<file path="config.mk">
export PLATFORM = sky130hd
export DESIGN_NAME = timer8_compare_output_ctc
export DESIGN_NICKNAME = d
export VERILOG_FILES = /design/src/verilog/timer8_pkg.sv /design/src/verilog/compare_output_channel.sv /design/src/verilog/timer8_compare_output_ctc.sv
export SDC_FILE = /design/constraint.sdc
export NUM_CORES = 1
export LEC_CHECK = 0
export BUFFER_PORTS_ARGS = -buffer_cell sky130_fd_sc_hd__buf_2
export CORE_ASPECT_RATIO = 2
export CORE_MARGIN = 2
export CORE_UTILIZATION = 51
export DETAILED_ROUTE_END_ITERATION = 7
export GPL_TIMING_DRIVEN = 0
export MAX_ROUTING_LAYER = met4
export PLACE_DENSITY = 0.91
export SLEW_MARGIN = 15
export SYNTH_ARGS = -nofsm -noshare
export SYNTH_HDL_FRONTEND = slang
export SYNTH_SLANG_ARGS = --single-unit
</file>
<file path="constraint.sdc">
create_clock -name mclk -period 2 [get_ports mclk]
set_input_delay 0.5 -clock mclk [delete_from_list [all_inputs] [get_ports mclk]]
set_output_delay 0.5 -clock mclk [all_outputs]
set_load 0.1 [all_outputs]
</file>
<file path="src/verilog/timer8_pkg.sv">
package timer8_pkg;
  // register byte offsets on the bus
  localparam logic [4:0] OFF_CTRL_A = 5'h00;
  localparam logic [4:0] OFF_CTRL_C = 5'h04;
  localparam logic [4:0] OFF_COUNT = 5'h08;
  localparam logic [4:0] OFF_CMP_A = 5'h0c;
  localparam logic [4:0] OFF_CMP_B = 5'h10;
  localparam logic [4:0] OFF_FLAGS = 5'h14;
  // timer_ctrl_a fields
  localparam int WGM_LSB = 0;
  localparam int COM_B_LSB = 4;
  localparam int COM_A_LSB = 6;
  localparam logic [7:0] CTRL_A_RST = 8'h00;
  localparam logic [7:0] CTRL_A_MASK = 8'hf3;
  // timer_ctrl_c strobe bits
  localparam int FORCE_A_BIT = 7;
  localparam int FORCE_B_BIT = 6;
  // flag register bits
  localparam int OVF_BIT = 0;
  localparam int CMP_A_BIT = 1;
  localparam int CMP_B_BIT = 2;
  localparam int STATE_A_BIT = 4;
  localparam int STATE_B_BIT = 5;
  // waveform_gen_mode codes
  localparam logic [1:0] WGM_NORMAL = 2'h0;
  localparam logic [1:0] WGM_CTC = 2'h2;
  // compare_output_mode codes
  localparam logic [1:0] COM_HOLD = 2'h0;
  localparam logic [1:0] COM_TOGGLE = 2'h1;
  localparam logic [1:0] COM_CLEAR = 2'h2;
  localparam logic [1:0] COM_SET = 2'h3;
  // counter values and reset values
  localparam logic [7:0] COUNT_MAX = 8'hff;
  localparam logic [7:0] COUNT_ZERO = 8'h00;
  localparam logic [7:0] CMP_RST = 8'h00;
  localparam logic STATE_RST = 1'b0;
  localparam logic [31:0] RDATA_NONE = 32'h0000_0000;
endpackage
</file>
<file path="src/verilog/compare_output_channel.sv">
`timescale 1ns/1ps
module compare_output_channel (
  // clock and reset
  input wire logic mclk,
  input wire logic rst,
  // control
  input wire logic [1:0] mode,
  input wire logic hit,
  input wire logic force_hit,
  // port pin logic
  input wire logic port_latch,
  input wire logic port_dir,
  // outputs
  output logic state,
  output logic pin_out,
  output logic pin_oe
);

  logic state_reg;
  logic state_next;
  logic pin_out_reg;
  logic pin_out_next;
  logic pin_oe_reg;
  logic pin_oe_next;
  logic action;

  always_comb begin
    unique case (mode)
      timer8_pkg::COM_HOLD: action = state_reg;
      timer8_pkg::COM_TOGGLE: action = ~state_reg;
      timer8_pkg::COM_CLEAR: action = 1'b0;
      timer8_pkg::COM_SET: action = 1'b1;
    endcase
    // mode is read at the match itself, so a new mode acts on the next one
    state_next = (hit | force_hit) ? action : state_reg;
    // override depends on mode only, whatever the waveform mode is
    pin_out_next = (mode != timer8_pkg::COM_HOLD) ? state_next
                                                  : port_latch;
    pin_oe_next = port_dir;
  end

  always_ff @(posedge mclk) begin
    if (rst) begin
      state_reg <= timer8_pkg::STATE_RST;
      pin_out_reg <= 1'b0;
      pin_oe_reg <= 1'b0;
    end else begin
      state_reg <= state_next;
      pin_out_reg <= pin_out_next;
      pin_oe_reg <= pin_oe_next;
    end
  end

  assign state = state_reg;
  assign pin_out = pin_out_reg;
  assign pin_oe = pin_oe_reg;

  state_reset_a: assert property (@(posedge mclk)
    rst |=> state_reg == 1'b0) else $error("state not cleared by reset");
  mode_hold_a: assert property (@(posedge mclk) disable iff (rst)
    (hit || force_hit) && mode == 2'h0 |=> $stable(state_reg))
    else $error("mode zero changed the output state");
  toggle_match_a: assert property (@(posedge mclk) disable iff (rst)
    (hit || force_hit) && mode == 2'h1 |=> state_reg != $past(state_reg))
    else $error("toggle mode did not toggle");
  pin_override_a: assert property (@(posedge mclk) disable iff (rst)
    mode != 2'h0 |=> pin_out_reg == state_reg)
    else $error("pin not driven from output state");
  pin_dir_a: assert property (@(posedge mclk) disable iff (rst)
    ##1 pin_oe_reg == $past(port_dir))
    else $error("pin direction not from port");

endmodule // compare_output_channel

</file>
<file path="src/verilog/timer8_compare_output_ctc.sv">
`timescale 1ns/1ps
module timer8_compare_output_ctc (
  // clock and reset
  input wire logic mclk,
  input wire logic rst,
  // avalon-mm slave
  input wire logic [4:0] address,
  input wire logic read,
  input wire logic write,
  input wire logic [31:0] writedata,
  input wire logic [3:0] byteenable,
  output logic [31:0] readdata,
  output logic waitrequest,
  // tick enable from prescaler
  input wire logic timer_tick,
  // interrupt executed strobes
  input wire logic overflow_int_done,
  input wire logic [1:0] compare_int_done,
  // general port pin logic
  input wire logic [1:0] port_latch,
  input wire logic [1:0] port_dir,
  // pins and flags
  output logic [1:0] pin_out,
  output logic [1:0] pin_oe,
  output logic overflow_flag,
  output logic [1:0] compare_flag
);

  logic [7:0] ctrl_a_reg;
  logic [7:0] ctrl_a_next;
  logic [7:0] count_reg;
  logic [7:0] count_next;
  logic [7:0] cmp_reg [2];
  logic [7:0] cmp_next [2];
  logic ovf_reg;
  logic ovf_next;
  logic [1:0] cflag_reg;
  logic [1:0] cflag_next;
  logic block_reg;
  logic block_next;
  logic wait_reg;
  logic wait_next;
  logic [31:0] rdata_reg;
  logic [31:0] rdata_next;

  logic [1:0] wgm;
  logic [1:0] com [2];
  logic non_pwm;
  logic wr_acc;
  logic wr_count;
  logic wr_flags;
  logic ctc_clear;
  logic ovf_set;
  logic [1:0] hit;
  logic [1:0] force_hit;
  logic [1:0] out_state;
  logic [1:0] clr_bits;
  int force_bit [2];
  int flag_bit [2];

  assign force_bit[0] = timer8_pkg::FORCE_A_BIT;
  assign force_bit[1] = timer8_pkg::FORCE_B_BIT;
  assign flag_bit[0] = timer8_pkg::CMP_A_BIT;
  assign flag_bit[1] = timer8_pkg::CMP_B_BIT;

  assign wgm = ctrl_a_reg[timer8_pkg::WGM_LSB +: 2];
  assign com[0] = ctrl_a_reg[timer8_pkg::COM_A_LSB +: 2];
  assign com[1] = ctrl_a_reg[timer8_pkg::COM_B_LSB +: 2];
  // pwm modes are not built; only normal and ctc count as non-pwm
  assign non_pwm = (wgm == timer8_pkg::WGM_NORMAL) ||
                   (wgm == timer8_pkg::WGM_CTC);

  // bus: a request is answered after one wait cycle
  always_comb begin
    wr_acc = write && !wait_reg && byteenable[0];
    wr_count = wr_acc && (address == timer8_pkg::OFF_COUNT);
    wr_flags = wr_acc && (address == timer8_pkg::OFF_FLAGS);
    wait_next = !((read || write) && wait_reg);
    rdata_next = rdata_reg;
    if (read && wait_reg) begin
      rdata_next = timer8_pkg::RDATA_NONE;
      unique case (address)
        timer8_pkg::OFF_CTRL_A: rdata_next[7:0] = ctrl_a_reg;
        timer8_pkg::OFF_COUNT: rdata_next[7:0] = count_reg;
        timer8_pkg::OFF_CMP_A: rdata_next[7:0] = cmp_reg[0];
        timer8_pkg::OFF_CMP_B: rdata_next[7:0] = cmp_reg[1];
        timer8_pkg::OFF_FLAGS: begin
          rdata_next[timer8_pkg::OVF_BIT] = ovf_reg;
          rdata_next[timer8_pkg::CMP_A_BIT] = cflag_reg[0];
          rdata_next[timer8_pkg::CMP_B_BIT] = cflag_reg[1];
          rdata_next[timer8_pkg::STATE_A_BIT] = out_state[0];
          rdata_next[timer8_pkg::STATE_B_BIT] = out_state[1];
        end
        // strobe register and holes read as zero
        default: rdata_next = timer8_pkg::RDATA_NONE;
      endcase
    end
  end

  // control and compare registers
  always_comb begin
    ctrl_a_next = ctrl_a_reg;
    cmp_next[0] = cmp_reg[0];
    cmp_next[1] = cmp_reg[1];
    if (wr_acc && address == timer8_pkg::OFF_CTRL_A) begin
      ctrl_a_next = writedata[7:0] & timer8_pkg::CTRL_A_MASK;
    end
    // compare values are unbuffered in these modes
    if (wr_acc && address == timer8_pkg::OFF_CMP_A) begin
      cmp_next[0] = writedata[7:0];
    end
    if (wr_acc && address == timer8_pkg::OFF_CMP_B) begin
      cmp_next[1] = writedata[7:0];
    end
  end

  // match detection per channel
  for (genvar i = 0; i < 2; i++) begin : g_chan
    always_comb begin
      // a match is only seen on a tick, and never on the first tick after a counter write
      hit[i] = timer_tick && !block_reg &&
               (count_reg == cmp_reg[i]);
      force_hit[i] = wr_acc && non_pwm &&
                     (address == timer8_pkg::OFF_CTRL_C) &&
                     writedata[force_bit[i]];
      clr_bits[i] = (wr_flags && writedata[flag_bit[i]]) ||
                    compare_int_done[i];
      // set wins over clear; a force never sets the flag
      cflag_next[i] = hit[i] || (cflag_reg[i] && !clr_bits[i]);
    end
    compare_output_channel u_chan (
      .mclk(mclk),
      .rst(rst),
      .mode(com[i]),
      .hit(hit[i]),
      .force_hit(force_hit[i]),
      .port_latch(port_latch[i]),
      .port_dir(port_dir[i]),
      .state(out_state[i]),
      .pin_out(pin_out[i]),
      .pin_oe(pin_oe[i])
    );
  end

  // counter; the output modes never enter here
  always_comb begin
    ctc_clear = (wgm == timer8_pkg::WGM_CTC) && hit[0];
    ovf_set = timer_tick && !wr_count &&
              (count_reg == timer8_pkg::COUNT_MAX);
    count_next = count_reg;
    if (wr_count) begin
      count_next = writedata[7:0];
    end else if (timer_tick) begin
      if (ctc_clear) begin
        count_next = timer8_pkg::COUNT_ZERO;
      end else begin
        // max plus one wraps to zero; normal mode never clears
        count_next = count_reg + 8'h01;
      end
    end
    // toggle period is 2*N*(1+top) since each half lasts top+1 ticks
    block_next = wr_count ? 1'b1 : (timer_tick ? 1'b0 : block_reg);
    ovf_next = ovf_set ||
               (ovf_reg && !overflow_int_done &&
                !(wr_flags && writedata[timer8_pkg::OVF_BIT]));
  end

  always_ff @(posedge mclk) begin
    if (rst) begin
      ctrl_a_reg <= timer8_pkg::CTRL_A_RST;
      count_reg <= timer8_pkg::COUNT_ZERO;
      cmp_reg[0] <= timer8_pkg::CMP_RST;
      cmp_reg[1] <= timer8_pkg::CMP_RST;
      ovf_reg <= 1'b0;
      cflag_reg <= 2'h0;
      block_reg <= 1'b0;
      wait_reg <= 1'b1;
      rdata_reg <= timer8_pkg::RDATA_NONE;
    end else begin
      ctrl_a_reg <= ctrl_a_next;
      count_reg <= count_next;
      cmp_reg[0] <= cmp_next[0];
      cmp_reg[1] <= cmp_next[1];
      ovf_reg <= ovf_next;
      cflag_reg <= cflag_next;
      block_reg <= block_next;
      wait_reg <= wait_next;
      rdata_reg <= rdata_next;
    end
  end

  assign readdata = rdata_reg;
  assign waitrequest = wait_reg;
  assign overflow_flag = ovf_reg;
  assign compare_flag = cflag_reg;

  ovf_wrap_a: assert property (@(posedge mclk) disable iff (rst)
    timer_tick && !wr_count && count_reg == 8'hff && !overflow_int_done
    |=> ovf_reg && count_reg == 8'h00)
    else $error("overflow flag not set at wrap");
  normal_inc_a: assert property (@(posedge mclk) disable iff (rst)
    wgm == 2'h0 && timer_tick && !wr_count
    |=> count_reg == 8'($past(count_reg) + 8'h01))
    else $error("normal mode did not increment");
  ctc_clear_a: assert property (@(posedge mclk) disable iff (rst)
    wgm == 2'h2 && timer_tick && !block_reg && !wr_count &&
    count_reg == cmp_reg[0] |=> count_reg == 8'h00 && cflag_reg[0])
    else $error("ctc match did not clear counter and set flag");
  write_wins_a: assert property (@(posedge mclk) disable iff (rst)
    wr_count |=> count_reg == $past(writedata[7:0]) && block_reg)
    else $error("counter write lost");
  block_match_a: assert property (@(posedge mclk) disable iff (rst)
    block_reg && !cflag_reg[0] |=> !cflag_reg[0])
    else $error("blocked match set the flag");
  tick_hold_a: assert property (@(posedge mclk) disable iff (rst)
    !timer_tick && !wr_count |=> $stable(count_reg))
    else $error("counter moved without a tick");
  force_flag_a: assert property (@(posedge mclk) disable iff (rst)
    force_hit[0] && !timer_tick && !cflag_reg[0]
    |=> !cflag_reg[0] && $stable(count_reg))
    else $error("force set flag or moved counter");
  bus_answer_a: assert property (@(posedge mclk) disable iff (rst)
    (read || write) && waitrequest |=> !waitrequest)
    else $error("bus request not answered in one wait cycle");

endmodule // timer8_compare_output_ctc

</file>
Word-level counts from Yosys, hierarchy flattened
Memory sizes are Yosys's and may differ from the RTL's.
Cells that the tools add are included.
{"block": "totals", "input_bits": 53, "n_memories": 1, "regBits": 33, "ramBits": 16}
{"block": "op_classes", "reduce_logical": 48, "addsub": 1, "eq_ne": 15, "mux": 22, "bitwise": 6}
{"memory": "cmp_reg", "words": 2, "width": 8, "rd": 2, "rd_ports_with_merged_regs": 0, "write_ports": 2, "line": "timer8_compare_output_ctc.sv:33", "source": "logic [7:0] cmp_reg [2];"}
{"operator": "$mux W8", "count": 7}
{"operator": "$logic_and A1 B1 Y1", "count": 26}
{"operator": "$eq A8 B8 Y1", "count": 2}
{"operator": "$pmux W3 S5", "count": 1}
{"operator": "$eq A2 B2 Y1 const B", "count": 5}
{"operator": "$eq A5 B4 Y1 const B", "count": 2}
{"operator": "$eq A5 B5 Y1 const B", "count": 2}
{"operator": "$pmux W2 S5", "count": 1}
{"operator": "$mux W1", "count": 9}
{"operator": "$add A8 B1 Y8 const B", "count": 1}
{"operator": "$eq A8 B8 Y1 const B", "count": 1}
{"operator": "$logic_not A1 Y1", "count": 8}
{"operator": "$pmux W1 S4", "count": 2}
{"operator": "$pmux W2 S4", "count": 1}
{"operator": "$logic_or A1 B1 Y1", "count": 7}
{"operator": "$logic_not A2 Y1", "count": 3}
{"operator": "$reduce_bool A2 Y1", "count": 3}
{"operator": "$eq A5 B3 Y1 const B", "count": 1}
{"operator": "$logic_not A5 Y1", "count": 1}
{"operator": "$eq A2 B1 Y1 const B", "count": 2}
{"operator": "$or A1 B1 Y1", "count": 4}
{"operator": "$pmux W1 S3", "count": 1}
{"operator": "$not A1 Y1", "count": 2}

Depth between registers and ports, before layout
Gate-level depths: netlist of run 1.
{"block": "logic_depth", "word_depth": 9, "ltp_mapped": 7}

Cells and area by module
Synthesis of run 1 repeated with hierarchy kept, for this count alone.
{"block": "unflattened", "cells_unflattened": 329, "hier_area_um2": 2815.2}
{"mod": "timer8_compare_output_ctc", "cells_per_inst": 297, "n_inst": 1, "seq_area_each_um2": 860.8, "area_each_um2": 2539.9}
{"mod": "compare_output_channel", "cells_per_inst": 16, "n_inst": 2, "seq_area_each_um2": 60.1, "area_each_um2": 137.6}

Least setup slack after synthesis of run 1
Ideal clock, no wire load.
{"block": "synth_path", "kind": "register to register", "startpoint": "reg wait_reg (netlist: waitrequest)", "endpoint": "reg count_reg[7]", "path_slack_ns": -0.251, "t_required_ns": 1.925, "synth_period_minus_slack_ns": 2.251, "arrival_ns": 2.176, "setup_ns": 0.075, "path_stages_with_launch": 8, "n_path_buf": 2, "cell_sequence": "dfxtp_1 and3b_1 buf_6 nand4_4 buf_12 nand2_4 a311o_4 o22ai_2"}
{"block": "synth_between", "elab_chain_cells": 5, "word_cells_on_any_way": 6, "classes_between": "1 x mux; 5 x reduce/logical"}
{"element": "start, declared", "line": "timer8_compare_output_ctc.sv:41", "source": "logic wait_reg;"}
{"element": "start signal, assigned", "line": "timer8_compare_output_ctc.sv:187", "source": "wait_reg <= wait_next;"}
{"element": "$logic_not A1 Y1 (*)", "line": "timer8_compare_output_ctc.sv:75", "source": "wr_acc = write && !wait_reg && byteenable[0];"}
{"element": "$logic_and A1 B1 Y1 (*) (2 in a row)", "line": "timer8_compare_output_ctc.sv:75"}
{"element": "$logic_and A1 B1 Y1 (*)", "line": "timer8_compare_output_ctc.sv:76", "source": "wr_count = wr_acc && (address == timer8_pkg::OFF_COUNT);"}
{"element": "$mux W8 or $reduce_bool A2 Y1 (tied branches)"}
{"element": "end signal, assigned", "line": "timer8_compare_output_ctc.sv:171", "source": "count_reg <= timer8_pkg::COUNT_ZERO;"}
{"element": "end signal, assigned", "line": "timer8_compare_output_ctc.sv:181", "source": "count_reg <= count_next;"}
{"element": "end, declared", "line": "timer8_compare_output_ctc.sv:31", "source": "logic [7:0] count_reg;"}
Every way passes the cells marked *; elsewhere a longest branch is shown, timed or not.
A chain may end at the register's enable or synchronous reset.

Worst setup path after layout of run 1
{"block": "layout_path", "startpoint": "reg count_reg[0]", "endpoint": "reg g_chan[1].u_chan.pin_out_reg"}
{"block": "layout_between", "elab_chain_cells": 5}
{"element": "$eq A8 B8 Y1", "line": "timer8_compare_output_ctc.sv:122", "source": "(count_reg == cmp_reg[i]);"}
{"element": "$logic_and A1 B1 Y1", "line": "timer8_compare_output_ctc.sv:121", "source": "hit[i] = timer_tick && !block_reg &&"}
{"element": "$or A1 B1 Y1", "line": "compare_output_channel.sv:35", "source": "state_next = (hit | force_hit) ? action : state_reg;"}
{"element": "$mux W1", "line": "compare_output_channel.sv:35"}
{"element": "$mux W1", "line": "compare_output_channel.sv:37", "source": "pin_out_next = (mode != timer8_pkg::COM_HOLD) ? state_next"}
{"element": "end signal, assigned", "line": "compare_output_channel.sv:49", "source": "pin_out_reg <= pin_out_next;"}
{"element": "end, declared", "line": "compare_output_channel.sv:21", "source": "logic pin_out_reg;"}
No other way between the ends.

==> results of run 1 <==
final cells by class:
| type | count | area share, % |
|---|---|---|
| Buffer | 52 | 10.2 |
| Clock buffer | 7 | 2.87 |
| Clock inverter | 1 | 0.149 |
| Inverter | 8 | 0.894 |
| Multi-Input combinational cell | 234 | 48.6 |
| Sequential cell | 49 | 29.2 |
| Tap cell | 60 | 2.23 |
| Timing Repair Buffer | 39 | 5.81 |
cells in the final DEF, fill, tap and decap left out, drive strengths merged, types with 6 or more instances in the layout:
cell / Yosys / final
a22oi: 6 / 6
nand4: 6 / 6
a211oi: 8 / 8
nor2b: 10 / 10
nand2: 10 / 10
nand3: 13 / 13
o22ai: 7 / 7
mux2: 9 / 9
buf: 45 / 84
mux2i: 34 / 34
conb: 1 / 24
o21ai: 9 / 9
inv: 8 / 8
xnor2: 19 / 19
dfxtp: 49 / 49
nor2: 41 / 41
clkbuf: 7 / 14
worst reg2reg max path: cells and delay by family (launching register included):
kind / cells / cell delay, ns
flops: 1 / 0.33
compound gates: 2 / 0.51
buf+inv: 1 / 0.17
simple gates: 1 / 0.19
xor+xnor: 1 / 0.26
mux: 1 / 0.39
report_power, final:
part	internal [mW]	switching, mW
logic	0.132	0.490
clock network	0.313	0.344
registers	1.00	0.0159
total	1.45	0.850
cell usage after synthesis (2+ instances only):
library cell / instances
nand3_1: 12
nor3_1: 2
o21ai_1: 6
o21ai_0: 3
xnor2_1: 19
a22oi_1: 6
xor2_1: 3
o211ai_1: 3
buf_2: 12
a211oi_1: 8
nor2_1: 41
dfxtp_1: 49
a31oi_1: 3
mux2i_1: 34
mux2_2: 7
mux2_1: 2
and4_1: 2
inv_1: 8
clkbuf_1: 7
o22ai_2: 7
buf_1: 2
nand4_1: 5
a21oi_1: 4
nand2_1: 9
nand3b_1: 2
nor2b_1: 10
buf_4: 29
o31ai_1: 2
nand2b_1: 2
or2_2: 2
routing by layer:
layer  share of wire, %  global-route usage [%]  vias to the layer above
met4                6.1                    17.1                        0
li1                   -                       -                     1189
met3                6.4                    4.80                       34
met1                 35                    22.4                     1134
met2                 52                    39.8                      106
met5                  0                       -                        -
kinds of logic after synthesis:
logic type / count (synthesis) / synth area share, %
AOI/OAI and AO/OA: 48 / 13.0
xor gates and xnor gates: 22 / 6.67
adders and majority gates: 1 / 0.433
buffers and inverters: 60 / 12.9
DFF: 49 / 33.9
muxes: 43 / 15.3
other: 1 / 0.130
and+or+nand+nor: 96 / 17.6
worst max-delay path by stage:
stage	start	to	slack [ns]	cells after the start
2_1_floorplan	waitrequest	count_reg[7]	0.07	7
3_3_place_gp	timer_tick	g_chan[0].u_chan.pin_out	0.007	6
3_5_place_dp	address[3]	ctrl_a_reg[7]	-0.01	6
4_1_cts	count_reg[0]	g_chan[1].u_chan.pin_out	0.03	6
5_1_grt	count_reg[0]	g_chan[1].u_chan.pin_out	-0.07	6
6_report	count_reg[0]	g_chan[1].u_chan.pin_out	0.06	6
through the flow:
stage	area (sq um)	util [%]	setup slack, ns	TNS, ns
global route	3360	61.4	-0.0680	-0.0680
finish	3360	61.4	0.0650	0
floorplan	2980	-	0.0742	0
CTS	3350	61.3	0.0330	0
detailed placement	3250	59.4	-0.00979	-0.0149
global placement	3250	59.4	0.00708	0
timing repair:
item | in CTS | in global routing
resized for setup | 0 | 2
buffers inserted | 0 | 0
setup endpoints to repair | 0 | 2
==> summary.md, run 1 <==
| Metric | Value |
|---|---|
| Peak VDD IR | `0.000671 V` |
| Power, Total | `2.30 mW` |
| Placed insts | `442` |
| Yosys top cell area share | `33.9%` |
| Netlist area before placement | `0.00289 sq mm` |
| Ys async rst share | `0%` |
| Internal reg-to-reg setup slack | `0.06 ns` |
| Seq cells post-synth | `49` |
| # setup viols final | `0` |
| CTS Buffer Depth | `2` |
| CP Buf/Inv Count | `1` |
| Reg-to-reg endpoint | `g_chan[1].u_chan.pin_out` |
| Syn_area_per_cell | `9.03 sq um` |
| Via density per instance | `5.47` |
| R2r startpoint | `count_reg[0]` |
| Total gr overflow | `0` |
| Share of layout cells above drive strength 1 | `29.5%` |
| Fmax | `517 MHz` |
| Die area | `0.00632 sq mm` |
| Wire per inst | `15.7 um` |
| Skew-Pair Late Insertion Delay | `0.32 ns` |
| Largest net degree at the start of global routing | `15` |
| I/O pin cnt | `93` |
| Row count | `38` |
| CP startpoint kind | `flop` |
| Post-synth EDFFs | `0` |
| Final worst path period share | `96.8%` |
| Final min period | `1.94 ns` |
| Min-Delay Path Class | `primary input to flop` |
| Tightest Pin Transition | `0.700 ns` |
| Die W | `57.2 um` |
| Netlist cell types | `49` |
| Pleak | `1.56 nW` |
| Total Wirelength | `7.06 mm` |
| Hold Violations, Final | `0` |
| Via count | `2,463` |
| Register clock-pin slew on the reported worst setup and hold paths | `0.09 ns` |
| GPL Wtd Cong | `0.964` |
| All-Layer GR Usage | `23.4%` |
| Nets | `443` |
| Root Driver | `clkbuf_8` |
| Vias in the first global route | `2,301` |
| Largest cells by area after synthesis | `dfxtp_1, mux2i_1, buf_4` |
| Area growth, synth to finish | `16.2%` |
| Hpwl dp | `5.49 mm` |
| Pins Over Slew Limit | `0` |
| Slew HR | `53.3%` |
| CTS hold repair buffers | `0` |
| CP Max Fanout | `7` |
| Drt first pass iters | `4` |
| RSZ-0062 raised after global routing | `true` |
| Primary FF master, synth | `dfxtp_1` |
| Post-Layout Cell Count | `450` |
| Initial drt markers | `105` |
| Cell family with most CP delay | `compound AO/OA/AOI/OAI gates` |
| Filler cell count | `473` |
| First-pass GRT wire length | `11.1 mm` |
| Initial core utilization | `52.9%` |
| R2R cell count | `6` |
| CTS tree | `built` |
| Hold path endpoint | `waitrequest` |
| Critical path, cell by cell | `buf_2 -> xnor2_1 -> nand4_1 -> o31ai_2 -> mux2_2 -> a211oi_1` |
| Hold wc startpoint | `read` |
| Slowest CP cell | `mux2_2` |
| Die height | `110 um` |
| PortBufs | `39` |
| Max Cap Viol | `0` |
| PD cells | `683 mW/mm^2` |
| CP peak stage delay | `0.39 ns` |
| Core ar. | `0.00547 sq mm` |
| Setup Skew | `0.00573 ns` |
| Critical path capture point type | `flop` |
| Multi-input logic area | `0.00163 sq mm` |
| Antenna Nets Post-Route | `0` |
| H-tree Lvls | `2` |
| Cell taking the most area after synthesis | `dfxtp_1` |
| DR DRC count | `0` |
| Seq. cell area | `982 sq um` |
| ANT cells | `0` |
| Cts bufs inserted | `5` |
| Critical path class | `flop to flop` |
| Antenna violations before repair | `0` |
| Ys Warns | `0` |
| Register area share after synthesis | `33.9%` |
| Hold path depth | `2` |
| Mapped Cells | `320` |
| Worst endpoint required time | `2.24 ns` |
| Max FFs per register | `16` |
| Status | `finished, final reports clean` |
| Sinks on Clock Net | `49` |
| Worst hold slack | `0.384 ns` |
| CP Data Arrival Time | `2.18 ns` |
Power figures use the tool's default switching activity.
==> run 2, diff against run 1 <==
--- a/config.mk
+++ b/config.mk
@@ -13,6 +13,8 @@
 export GPL_TIMING_DRIVEN = 0
 export MAX_ROUTING_LAYER = met4
 export PLACE_DENSITY = 0.91
+export RECOVER_POWER = 100
+export REMOVE_ABC_BUFFERS = 1
 export SLEW_MARGIN = 15
 export SYNTH_ARGS = -nofsm -noshare
 export SYNTH_HDL_FRONTEND = slang
==> run 2 against run 1 <==
Against the previous run:
- sequential power about the same
- hold slack improved by 0.0055 ns
- clock power shrank 13%
- core utilization shrank 6.5 points
- cell area down 11%
- highest routed layer unchanged
==> summary.md, run 2 (synthesized netlist as in run 1, its figures left out) <==
| Metric | Value |
|---|---|
| Min-Delay Path Class | `primary input to flop` |
| Total gr overflow | `0 (unchanged)` |
| Vias in the first global route | `2,244 (-2.5%)` |
| Core ar. | `0.00547 sq mm (unchanged)` |
| Tightest Pin Transition | `0.945 ns (+0.245 ns)` |
| Initial drt markers | `85 (-19%)` |
| Final worst path period share | `98.3% (+1.5 points)` |
| I/O pin cnt | `93 (unchanged)` |
| Register clock-pin slew on the reported worst setup and hold paths | `0.09 ns (about the same)` |
| Post-layout util | `54.9% (-6.5 points)` |
| Pins Over Slew Limit | `0 (unchanged)` |
| R2r startpoint | `count_reg[2]` |
| Hold wc startpoint | `read` |
| Die height | `110 um (unchanged)` |
| Largest net degree at the start of global routing | `51 (+36)` |
| CTS tree | `built` |
| PD cells | `713 mW/mm^2 (+4.3%)` |
| Max Cap Viol | `0 (unchanged)` |
| Skew-Pair Late Insertion Delay | `0.32 ns (about the same)` |
| Fmax | `509 MHz (-1.5%)` |
| ANT cells | `0 (unchanged)` |
| Final min period | `1.97 ns (+0.0300 ns)` |
| Post-route cell area | `0.00300 sq mm (-11%)` |
| Die W | `57.2 um (unchanged)` |
| Via density per instance | `5.72 (+4.4%)` |
| Peak VDD IR | `0.000744 V (+11%)` |
| Hpwl dp | `4.78 mm (-13%)` |
| DR DRC count | `0 (unchanged)` |
| R2R cell count | `5 (-1)` |
| Hold path endpoint | `waitrequest` |
| Critical path capture point type | `flop` |
| Row count | `38 (unchanged)` |
| # setup viols final | `0 (unchanged)` |
| Hold path depth | `2 (unchanged)` |
| Worst endpoint required time | `2.23 ns (about the same)` |
| Max FFs per register | `16 (unchanged)` |
| Worst hold slack | `0.389 ns (+0.00550 ns)` |
| Antenna Nets Post-Route | `0 (unchanged)` |
| Slew HR | `37.0% (-16 points)` |
| First-pass GRT wire length | `10.6 mm (-5.1%)` |
| Sinks on Clock Net | `49 (unchanged)` |
| Internal reg-to-reg setup slack | `0.11 ns (+0.05 ns)` |
| Most frequent cells in the layout | `dfxtp_1, nor2_1, mux2i_1` |
| Total Wirelength | `6.51 mm (-7.8%)` |
| CP Max Fanout | `26 (+19)` |
| Setup Skew | `0.00721 ns (+0.00148 ns)` |
| CP startpoint kind | `primary input` |
| PortBufs | `41 (+5.1%)` |
| Antenna violations before repair | `0 (unchanged)` |
| H-tree Lvls | `2 (unchanged)` |
| All-Layer GR Usage | `22.0% (-1.4 points)` |
| Commonest non-fill, non-tap cell in the layout | `dfxtp_1` |
| Via count | `2,298 (-6.7%)` |
| Root Driver | `clkbuf_8` |
| CTS hold repair buffers | `0 (unchanged)` |
| CP Data Arrival Time | `2.20 ns (+0.02 ns)` |
| Area growth, synth to finish | `3.94%` |
| Drt first pass iters | `4 (unchanged)` |
| Cts bufs inserted | `5 (unchanged)` |
| Critical path class | `primary input to flop` |
| Nets | `395 (-11%)` |
| Fin Setup TNS | `0 ns (unchanged)` |
| Reg-to-reg endpoint | `g_chan[0].u_chan.pin_out` |
| Die area | `0.00632 sq mm (unchanged)` |
| Hold Violations, Final | `0 (unchanged)` |
| Initial core utilization | `52.9% (unchanged)` |
| Pleak | `1.30 nW (-16%)` |
| CTS Buffer Depth | `2 (unchanged)` |
| Wire per inst | `16.2 um (+3.2%)` |
| GPL Wtd Cong | `0.939 (-2.6%)` |
| Filler cell count | `467 (-1.3%)` |
| Status | `finished, final reports clean` |
| Share of layout cells above drive strength 1 | `20.2% (-9.3 points)` |
| Placed inst area | `0.00291 sq mm (-10%)` |
## run 2: changes by cell type in the layout (fill, tap and decap cells not counted), sizes merged
cell,previous run,this run
clkinv,1,2
clkbuf,14,24
buf,84,25
## run 2: worst max-delay path by stage
| stage | start | endpoint | slack [ns] | cells after the start |
|---|---|---|---|---|
| after detailed placement | address[4] | cmp_reg[0][3] | -0.65 | 5 |
| after global placement | address[4] | cmp_reg[0][3] | -0.62 | 5 |
| after global routing | address[2] | g_chan[0].u_chan.pin_out | -0.006 | 6 |
| final | address[2] | g_chan[0].u_chan.pin_out | 0.03 | 6 |
| after CTS | address[4] | cmp_reg[0][3] | 0.008 | 5 |
| after floorplan | waitrequest | count_reg[1] | -0.20 | 5 |
## run 2: final cells by class
type | count | area [sq um] | area share (%)
Multi-Input combinational cell | 234 | 1620 | 53.8
Timing Repair Buffer | 43 | 219 | 7.29
Inverter | 8 | 30.0 | 1.00
Sequential cell | 49 | 981 | 32.7
Clock buffer | 6 | 72.6 | 2.42
Tap cell | 60 | 75.1 | 2.50
Clock inverter | 2 | 10.0 | 0.333
## run 2: layer usage
layer / GRT usage, % / wire length, um / share of wire, % / up-vias
met5: - / 0 / 0 / -
met4: 19.1 / 429 / 6.6 / 0
met3: 4.80 / 332 / 5.1 / 27
met2: 35.2 / 3440 / 53 / 94
met1: 21.6 / 2310 / 35 / 1079
li1: - / - / - / 1098
## run 2: what timing repair did
| item | 4_1_cts | 5_1_grt |
|---|---|---|
| buffers inserted | 0 | 2 |
| gates cloned | 0 | 0 |
| endpoints found under the setup margin | 21 | 8 |
| pin swaps | 0 | 1 |
| endpoints found under the hold margin | 0 | 0 |
| gates resized for setup | 3 | 0 |
## run 2: metrics by stage
stage	total power, mW	cells	setup WS [ns]
2_1_floorplan	1.48	291	-0.204
3_3_place_gp	1.58	392	-0.616
3_5_place_dp	1.59	392	-0.649
4_1_cts	2.16	400	0.00769
5_1_grt	2.22	402	-0.00561
6_report	2.14	402	0.0350
## run 2: power breakdown
group	switching, mW	internal [mW]	leakage (nW)
Combinational	0.464	0.0838	0.862
Clock	0.330	0.243	0.0450
Sequential	0.0209	1.00	0.398
## run 2: critical path: stages
cell      delay (ns)
buf_2           0.40
nor3b_1         0.37
nand4_1         0.16
o31ai_1         0.14
mux2_2          0.40
a211oi_1        0.22
